$ cat src/adcscp_cfg.svh
`ifndef ADCSCP_CFG_SVH
`define ADCSCP_CFG_SVH

`define ADCSCP_ADDR_W 5
`define ADCSCP_DATA_W 11
`define ADCSCP_WORD_BITS 16
`define ADCSCP_NUM_REGS 8
`define ADCSCP_LAST_BIT 4'hF

`define ADCSCP_OFF_PWR 5'h00
`define ADCSCP_OFF_CLKG 5'h04
`define ADCSCP_OFF_FMT 5'h0A
`define ADCSCP_OFF_USRL 5'h0B
`define ADCSCP_OFF_TRIM 5'h0C
`define ADCSCP_OFF_OVRD 5'h0D
`define ADCSCP_OFF_DRV 5'h10
`define ADCSCP_OFF_TERM 5'h11
`define ADCSCP_RST_VAL 11'h000

`define ADCSCP_B_SWRST 10
`define ADCSCP_B_REF 5
`define ADCSCP_B_PDG 0
`define ADCSCP_B_PDCH_HI 4
`define ADCSCP_B_PDCH_LO 1
`define ADCSCP_B_CLKG_HI 6
`define ADCSCP_B_CLKG_LO 2
`define ADCSCP_B_NFMT 9
`define ADCSCP_B_TEST_HI 7
`define ADCSCP_B_TEST_LO 5
`define ADCSCP_B_TRIM_HI 10
`define ADCSCP_B_TRIM_LO 8
`define ADCSCP_B_USRT 0
`define ADCSCP_B_OV_EN 10
`define ADCSCP_B_OV_BYTE 7
`define ADCSCP_B_OV_ORDER 6
`define ADCSCP_B_OV_BOOST 5
`define ADCSCP_B_OV_EDGE 4
`define ADCSCP_B_OV_FRAME 2
`define ADCSCP_B_OV_DDR 1
`define ADCSCP_B_OV_WIRE 0

`define ADCSCP_CLK_MHZ 40
`define ADCSCP_EFFECT_NS 100
`define ADCSCP_EFFECT_CYC ((`ADCSCP_EFFECT_NS * `ADCSCP_CLK_MHZ) / 1000)

`endif

$ cat src/adcscp_pkg.sv
package adcscp_pkg;

    typedef enum logic [1:0] {
        ST_IDLE = 2'h0,
        ST_SHIFT = 2'h1
    } adcscp_state_e;

    typedef enum logic [2:0] {
        TP_NORMAL = 3'h0,
        TP_ZEROS = 3'h1,
        TP_ONES = 3'h2,
        TP_TOGGLE = 3'h3,
        TP_UNUSED = 3'h4,
        TP_USER = 3'h5,
        TP_DESKEW = 3'h6,
        TP_SYNC = 3'h7
    } adcscp_test_e;

    typedef enum logic [1:0] {
        STRAP_GND = 2'h0,
        STRAP_3_6 = 2'h1,
        STRAP_5_6 = 2'h2,
        STRAP_FULL = 2'h3
    } adcscp_strap_e;

    typedef struct packed {
        logic global_pd;
        logic [3:0] chan_pd;
        logic ext_ref;
        logic [4:0] clk_gain;
        logic lsb_first;
        logic offset_binary;
        adcscp_test_e test_sel;
        logic [11:0] user_word;
        logic [2:0] trim_gain;
        logic byte_wise;
        logic boost_en;
        logic rise_capture;
        logic frame14;
        logic sdr_clk;
        logic two_wire;
        logic [10:0] drive;
        logic [10:0] term;
    } adcscp_ctrl_s;

endpackage : adcscp_pkg

$ cat src/adcscp_top.sv
`timescale 1ns/1ps
`include "adcscp_cfg.svh"

// Summary of operation
// - Shift only while select is low
// - Sample data on each serial clock fall
// - Sixteenth fall commits word to register
// - Trailing partial word bits are dropped
// - Many words per select-low period
// - Five address bits, then eleven data
// - Software reset bit clears all, self-clears
// - Write takes effect within 100 ns
// - Any reset clears all register bits
// - Format strap sets bit order, format
// - Register 00 reset, reference, power-down
// - Register 0A format and test select
// - Register 0C trim gain, user top
// - Register 0D override and framing bits
// - Override bit chooses registers over straps
// - Test select field encoding
// - Power-down pin forces global power-down
module adcscp_top (
    input wire logic ref_clk,
    input wire logic rst_n,
    input wire logic hw_reset,
    input wire logic serial_clk,
    input wire logic serial_select_n,
    input wire logic serial_input_line,
    input wire logic pd_pin,
    input wire logic [1:0] output_format_strap,
    output adcscp_pkg::adcscp_ctrl_s ctrl_ff,
    output logic word_commit_ff
);

    localparam int NREG = `ADCSCP_NUM_REGS;
    localparam int DW = `ADCSCP_DATA_W;

    // Two-stage synchronisers; a third sclk stage feeds only the edge detector
    logic sclk_s1_ff;
    logic sclk_s2_ff;
    logic sclk_s3_ff;
    logic sel_s1_ff;
    logic sel_s2_ff;
    logic dat_s1_ff;
    logic dat_s2_ff;
    logic hrst_s1_ff;
    logic hrst_s2_ff;
    logic pdp_s1_ff;
    logic pdp_s2_ff;
    logic [1:0] strap_s1_ff;
    logic [1:0] strap_s2_ff;

    always_ff @(posedge ref_clk) begin
        if (!rst_n) begin
            sclk_s1_ff <= 1'b0;
            sclk_s2_ff <= 1'b0;
            sclk_s3_ff <= 1'b0;
            sel_s1_ff <= 1'b1;
            sel_s2_ff <= 1'b1;
            dat_s1_ff <= 1'b0;
            dat_s2_ff <= 1'b0;
            hrst_s1_ff <= 1'b0;
            hrst_s2_ff <= 1'b0;
            pdp_s1_ff <= 1'b0;
            pdp_s2_ff <= 1'b0;
            strap_s1_ff <= 2'h0;
            strap_s2_ff <= 2'h0;
        end else begin
            sclk_s1_ff <= serial_clk;
            sclk_s2_ff <= sclk_s1_ff;
            sclk_s3_ff <= sclk_s2_ff;
            sel_s1_ff <= serial_select_n;
            sel_s2_ff <= sel_s1_ff;
            dat_s1_ff <= serial_input_line;
            dat_s2_ff <= dat_s1_ff;
            hrst_s1_ff <= hw_reset;
            hrst_s2_ff <= hrst_s1_ff;
            pdp_s1_ff <= pd_pin;
            pdp_s2_ff <= pdp_s1_ff;
            strap_s1_ff <= output_format_strap;
            strap_s2_ff <= strap_s1_ff;
        end
    end

    // Falling edge of the serial clock, qualified by select
    wire sclk_fall = sclk_s3_ff & ~sclk_s2_ff;
    wire sel_active = ~sel_s2_ff;
    wire shift_en = sclk_fall & sel_active;

    adcscp_pkg::adcscp_state_e state_ff;
    adcscp_pkg::adcscp_state_e nxt_state;
    logic [3:0] bit_cnt_ff;
    logic [3:0] nxt_bit_cnt;
    logic [14:0] shift_ff;
    logic [14:0] nxt_shift;

    always_comb begin
        nxt_state = state_ff;
        nxt_bit_cnt = bit_cnt_ff;
        nxt_shift = shift_ff;
        case (state_ff)
            adcscp_pkg::ST_IDLE: begin
                nxt_bit_cnt = 4'h0;
                if (sel_active) begin
                    nxt_state = adcscp_pkg::ST_SHIFT;
                end
                if (shift_en) begin
                    nxt_shift = {shift_ff[13:0], dat_s2_ff};
                    nxt_bit_cnt = 4'h1;
                end
            end
            adcscp_pkg::ST_SHIFT: begin
                if (!sel_active) begin
                    // Partial word is abandoned here
                    nxt_state = adcscp_pkg::ST_IDLE;
                    nxt_bit_cnt = 4'h0;
                end else if (shift_en) begin
                    nxt_shift = {shift_ff[13:0], dat_s2_ff};
                    nxt_bit_cnt = bit_cnt_ff + 4'h1;
                end
            end
            default: begin
                nxt_state = adcscp_pkg::ST_IDLE;
                nxt_bit_cnt = 4'h0;
            end
        endcase
    end

    always_ff @(posedge ref_clk) begin
        if (!rst_n) begin
            state_ff <= adcscp_pkg::ST_IDLE;
            bit_cnt_ff <= 4'h0;
            shift_ff <= 15'h0000;
        end else begin
            state_ff <= nxt_state;
            bit_cnt_ff <= nxt_bit_cnt;
            shift_ff <= nxt_shift;
        end
    end

    // Counter wraps after the last bit, so each word starts fresh
    wire commit = shift_en & (bit_cnt_ff == `ADCSCP_LAST_BIT);
    wire [15:0] word = {shift_ff, dat_s2_ff};
    wire [4:0] wr_addr = word[15:11];
    wire [10:0] wr_data = word[10:0];

    wire sw_reset = commit & (wr_addr == `ADCSCP_OFF_PWR) & wr_data[`ADCSCP_B_SWRST];
    wire clear_all = hrst_s2_ff | sw_reset;

    // Address of each register slot
    function automatic logic [4:0] adcscp_slot_addr(input int idx);
        logic [4:0] a;
        case (idx)
            0: a = `ADCSCP_OFF_PWR;
            1: a = `ADCSCP_OFF_CLKG;
            2: a = `ADCSCP_OFF_FMT;
            3: a = `ADCSCP_OFF_USRL;
            4: a = `ADCSCP_OFF_TRIM;
            5: a = `ADCSCP_OFF_OVRD;
            6: a = `ADCSCP_OFF_DRV;
            default: a = `ADCSCP_OFF_TERM;
        endcase
        return a;
    endfunction : adcscp_slot_addr

    logic [DW-1:0] regs_ff [NREG];

    genvar gi;
    generate
        for (gi = 0; gi < NREG; gi++) begin : g_reg
            wire hit = commit & (wr_addr == adcscp_slot_addr(gi));
            always_ff @(posedge ref_clk) begin
                if (!rst_n) begin
                    regs_ff[gi] <= `ADCSCP_RST_VAL;
                end else if (clear_all) begin
                    // Reset bit itself is never stored, so it reads back cleared
                    regs_ff[gi] <= `ADCSCP_RST_VAL;
                end else if (hit) begin
                    regs_ff[gi] <= wr_data;
                end
            end
        end
    endgenerate

    wire [DW-1:0] r_pwr = regs_ff[0];
    wire [DW-1:0] r_clkg = regs_ff[1];
    wire [DW-1:0] r_fmt = regs_ff[2];
    wire [DW-1:0] r_usrl = regs_ff[3];
    wire [DW-1:0] r_trim = regs_ff[4];
    wire [DW-1:0] r_ovrd = regs_ff[5];
    wire [DW-1:0] r_drv = regs_ff[6];
    wire [DW-1:0] r_term = regs_ff[7];

    // Strap decode
    adcscp_pkg::adcscp_strap_e strap_lvl;
    assign strap_lvl = adcscp_pkg::adcscp_strap_e'(strap_s2_ff);
    wire strap_lsb = (strap_lvl == adcscp_pkg::STRAP_5_6) | (strap_lvl == adcscp_pkg::STRAP_FULL);
    wire strap_obin = (strap_lvl == adcscp_pkg::STRAP_3_6) | (strap_lvl == adcscp_pkg::STRAP_5_6);

    wire ovrd_en = r_ovrd[`ADCSCP_B_OV_EN];

    adcscp_pkg::adcscp_ctrl_s nxt_ctrl;
    always_comb begin
        nxt_ctrl = '0;
        nxt_ctrl.global_pd = pdp_s2_ff | r_pwr[`ADCSCP_B_PDG];
        nxt_ctrl.chan_pd = r_pwr[`ADCSCP_B_PDCH_HI:`ADCSCP_B_PDCH_LO];
        nxt_ctrl.ext_ref = r_pwr[`ADCSCP_B_REF];
        nxt_ctrl.clk_gain = r_clkg[`ADCSCP_B_CLKG_HI:`ADCSCP_B_CLKG_LO];
        nxt_ctrl.test_sel = adcscp_pkg::adcscp_test_e'(r_fmt[`ADCSCP_B_TEST_HI:`ADCSCP_B_TEST_LO]);
        nxt_ctrl.user_word = {r_trim[`ADCSCP_B_USRT], r_usrl};
        nxt_ctrl.trim_gain = r_trim[`ADCSCP_B_TRIM_HI:`ADCSCP_B_TRIM_LO];
        nxt_ctrl.drive = r_drv;
        nxt_ctrl.term = r_term;
        if (ovrd_en) begin
            nxt_ctrl.lsb_first = r_ovrd[`ADCSCP_B_OV_ORDER];
            nxt_ctrl.offset_binary = r_fmt[`ADCSCP_B_NFMT];
            nxt_ctrl.byte_wise = r_ovrd[`ADCSCP_B_OV_BYTE];
            nxt_ctrl.boost_en = r_ovrd[`ADCSCP_B_OV_BOOST];
            nxt_ctrl.rise_capture = r_ovrd[`ADCSCP_B_OV_EDGE];
            nxt_ctrl.frame14 = r_ovrd[`ADCSCP_B_OV_FRAME];
            nxt_ctrl.sdr_clk = r_ovrd[`ADCSCP_B_OV_DDR];
            nxt_ctrl.two_wire = r_ovrd[`ADCSCP_B_OV_WIRE];
        end else begin
            // Other strapped modes live outside this block; they show as zero here
            nxt_ctrl.lsb_first = strap_lsb;
            nxt_ctrl.offset_binary = strap_obin;
        end
    end

    // One register stage keeps the effect inside the settle time, which it can reach at four cycles
    always_ff @(posedge ref_clk) begin
        if (!rst_n) begin
            ctrl_ff <= '0;
            word_commit_ff <= 1'b0;
        end else begin
            ctrl_ff <= nxt_ctrl;
            word_commit_ff <= commit;
        end
    end

    // No drive on the serial data line: the port is write-only

endmodule : adcscp_top

$ cat config.mk
export PLATFORM = sky130hd
export DESIGN_NAME = adcscp_top
export DESIGN_NICKNAME = d
export VERILOG_FILES = /design/src/adcscp_pkg.sv /design/src/adcscp_top.sv
export VERILOG_INCLUDE_DIRS = /design/src
export SDC_FILE = /design/constraint.sdc
export NUM_CORES = 1
export LEC_CHECK = 0
export ABC_AREA = 0
export BUFFER_PORTS_ARGS = -buffer_cell sky130_fd_sc_hd__buf_2
export CAP_MARGIN = 15
export CORE_AREA = 4 4 90 125
export DETAILED_ROUTE_END_ITERATION = 6
export DIE_AREA = 0 0 94 129
export GPL_TIMING_DRIVEN = 0
export PLACE_DENSITY = 0.75
export SLEW_MARGIN = 25
export SYNTH_ARGS = -nofsm -noshare
export SYNTH_HDL_FRONTEND = slang
export SYNTH_SLANG_ARGS = --single-unit
$ cat constraint.sdc
create_clock -name ref_clk -period 4.6 [get_ports ref_clk]
set_input_delay 0.23 -clock ref_clk [delete_from_list [all_inputs] [get_ports ref_clk]]
set_output_delay 0.23 -clock ref_clk [all_outputs]
set_load 0.01 [all_outputs]
==> summary.txt <==
Global routing
  • First-pass GRT wire length: 18,040 microns
  • Initial antenna violation count: 0
  • Gr usage total: 20.05%
  • Number of global-route vias before repair: 3,625
  • Largest net degree at the start of global routing: 17
  • GRT overflow: 0

Timing
  • Least-Margin Pin Slew: 0.9686 ns
  • Period minus WS final: 2.469 ns
  • Clk_skew: 0.008087 ns
  • Setup violators final: 0
  • RSZ-0062 raised after global routing: false
  • Slew Viols, Final: 0
  • Fmax: 404.9 MHz
  • Final worst slack: 2.131 ns
  • Final Cycle Share: between 50% and 60%
  • Rel. slew slack: a little over a third
  • Hold Vio Cnt, Final: 0
  • Setup TNS: 0 ns

Route
  • Post-Route WL: 11,100 microns
  • Drt drc: 0
  • Detailed-route wire length per cell: 15.86 microns
  • 1st-iter DRT viols: 321
  • Via Count: 3,579
  • Antenna-violating nets left: 0
  • First drt pass iteration count: 5
  • Via density: 5.113

Worst setup path
  • Worst setup EP type: flop
  • Worst EP required: 4.63 ns
  • CP Max Fanout: 10
  • Worst Reg-to-Reg Cells: 6
  • WS Path Type: reg2reg
  • FF-to-FF Start: bit_cnt_ff[1]$_SDFFE_PN0P_
  • CP arrival: 2.50 ns
  • Buf/Inv on CP: 2
  • Crit-path max cell delay: approximately 0.8 ns
  • FF-to-FF End: regs_ff[0][3]$_SDFFCE_PN0P_
  • CP startpoint kind: flop
  • Worst path slowest cell: o31ai_1
  • Crit-path most repeated cell: buf_2
  • Cell Chain, Critical Path: ha_1 -> and3_1 -> buf_2 -> nand2_1 -> buf_2 -> o31ai_1
  • Family with the most delay on the worst path: compound AO/OA/AOI/OAI gates
  • R2R setup slack: 2.13 ns

Logic synthesis
  • XOR/XNOR share of the synthesized area: 0.4832%
  • Post-synth top flop: dfxtp_1
  • Syn Inst Count: 463
  • Synth async-reset ratio: 0%
  • Synth Register Bits: 155
  • Distinct cells, synth: 41
  • Post-synth EDFFs: 60
  • Sequential area share after synthesis: 68.11%
  • Syn_area_per_cell: 11.74 sq um
  • Synth Net Count: 476
  • Yosys top cell by area: dfxtp_1
  • Synth Area in Simple Gates: 23.17%
  • Mux contribution to synthesized area: less than 1%
  • Top post-synthesis cells by area: dfxtp_1 (35%), edfxtp_1 (33%), and2_1 (7.5%)
  • Largest family of logic cells by synthesized area: simple AND/OR/NAND/NOR gates
  • Compound-cell area share of the yosys netlist: 4.349%
  • Adder-cell area share of the yosys netlist: 0.9204%
  • Cell area after synthesis: 5438 sq um
  • Warnings from Yosys: 0
  • Yosys top cell area share: 34.97%

Clocking
  • Hold bufs inserted after CTS: 0
  • CTS Buffer Depth: 2
  • CTS tree: built
  • Sink Count: 155
  • H-tree levels: 4
  • Clock Pin Slew Worst Setup and Hold Paths: 0.06 ns
  • CTS root buffer: clkbuf_16
  • CTS buffer count: 17
  • Cts repair resizes: 0
  • Setup bufs post-CTS: 0
  • Worst-skew pair later-pin latency: 0.41 ns

Place
  • Post-DP HPWL: 7964 microns
  • Worst slack at placement: 2.141 ns
  • Gpl congestion: 0.8849
  • Number of port buffers: 68

Hold path
  • WHS Path Cells: 2
  • HP Start: serial_select_n
  • Hold endpoint: sel_s1_ff$_SDFF_PN1_
  • Hold Path Class: in2reg

Cells and area
  • Share of cells above drive strength 1: 20.53%
  • Fillers: roughly 770
  • Layout Nets: 565
  • Antenna fix cells: 0
  • Synth-to-Final Area Change: 20.62%

Floorplanning
  • Chip width: 94 microns
  • Rows: 43
  • Top Ports: 69
  • Die height: roughly 130 microns
  • Starting Density: 54.34%
  • Die area: 12,130 sq um
  • Core area: 10,010 sq um

Status
  • Outcome: completed

Pwr
  • Total power: 2.916 mW
  • PwrDens: between 400 and 500 nW/um^2
  • Leak pwr: between 2 and 3 nW
  • Worst VDD drop: 0.2530 mV

Job
  • Max-cap violation count: 0
## where the power goes
group	leakage, nW	switching [mW]	internal (mW)
logic	0.902	0.0534	0.0381
registers	1.43	0.0155	1.46
clock network	0.296	0.504	0.840
total	2.63	0.573	2.34
## worst register-to-register path, cell delays in order, from the launching register on
cell and delay, ns:
dfxtp_1 0.35, ha_1 0.17, and3_1 0.16, buf_2 0.22, nand2_1 0.14, buf_2 0.23
o31ai_1 0.82
## sequential cells by signal, indices dropped and copies added, names as in the netlist, 2 cells and up
register / flops
strap_s1_ff: 2
strap_lvl: 2
ctrl_ff: 59
regs_ff: 60
bit_cnt_ff: 4
shift_ff: 15
## logic make-up after synthesis
group,count (synthesis)
flip-flops,155
multiplexers,1
AO/OA/AOI/OAI,34
adder cells (fa/ha/maj),4
buffers and inverters,34
XOR/XNOR,3
AND/OR/NAND/NOR,232
## cells in the final DEF (no fill, tap or decap), drive strengths merged, types with 2 or more instances in the layout
| cell | instances |
|---|---|
| and3b | 3 |
| xnor2 | 2 |
| nand2 | 38 |
| and2 | 65 |
| nand2b | 11 |
| ha | 4 |
| inv | 9 |
| a21boi | 15 |
| nor3b | 5 |
| o21ai | 8 |
| nand3b | 3 |
| clkbuf | 46 |
| o31ai | 2 |
| dfxtp | 95 |
| nor2 | 50 |
| buf | 80 |
| nor3 | 14 |
| nand4 | 4 |
| edfxtp | 60 |
| nand3 | 23 |
| a22oi | 5 |
| and3 | 7 |
| nor2b | 3 |
## synth_stat cells (all sizes together) (8+ instances only)
cell type  count
nand3         23
nor3          14
a21boi        15
dfxtp         95
nor2          50
clkbuf        17
nand2         38
buf           10
edfxtp        60
nand2b        11
o21ai          8
and2          65
## metal layers
layer  vias to the layer above  wire, microns  GRT usage [%]
met1                      1710           4218          21.82
met5                         -              0              0
met2                       101           6084          36.34
met4                         0            294          7.993
li1                       1747              -              -
met3                        21            502          5.673
## worst max-delay path by stage
stage                                from                            to  slack [ns]  depth (start not counted)
2_1_floorplan  bit_cnt_ff[0]$_SDFFE_PN0P_   regs_ff[3][0]$_SDFFCE_PN0P_        2.31                          6
3_3_place_gp   bit_cnt_ff[0]$_SDFFE_PN0P_   regs_ff[3][1]$_SDFFCE_PN0P_        1.77                          6
3_5_place_dp   bit_cnt_ff[1]$_SDFFE_PN0P_   regs_ff[0][1]$_SDFFCE_PN0P_        2.14                          6
4_1_cts        bit_cnt_ff[1]$_SDFFE_PN0P_  regs_ff[5][10]$_SDFFCE_PN0P_        2.11                          6
5_1_grt              sel_s2_ff$_SDFF_PN1_   regs_ff[0][0]$_SDFFCE_PN0P_        2.03                          4
6_report       bit_cnt_ff[1]$_SDFFE_PN0P_   regs_ff[0][3]$_SDFFCE_PN0P_        2.13                          6
## per-stage QoR
step	cells	hold WS, ns	area (sq um)	utilization (%)
finish	700	0.01786	6559	65.54
global route	700	0.01523	6559	65.54
CTS	700	0.007306	6559	65.54
detailed placement	668	0.4209	5967	59.63
global placement	666	0.3947	5947	59.43
floorplan	463	0.3315	5438	-
## final cells by class
cell class / instances / area [sq um] / share of cell area, %
Sequential cell: 155 / 3704 / 56.47
Multi-Input combinational cell: 274 / 1588 / 24.21
Clock buffer: 29 / 571.8 / 8.718
Timing Repair Buffer: 70 / 355.3 / 5.418
Tap cell: 135 / 168.9 / 2.575
Buffer: 27 / 125.1 / 1.908
Inverter: 7 / 26.28 / 0.4006
Clock inverter: 3 / 20.02 / 0.3052
Note: power is estimated with default switching activity, not from simulation.
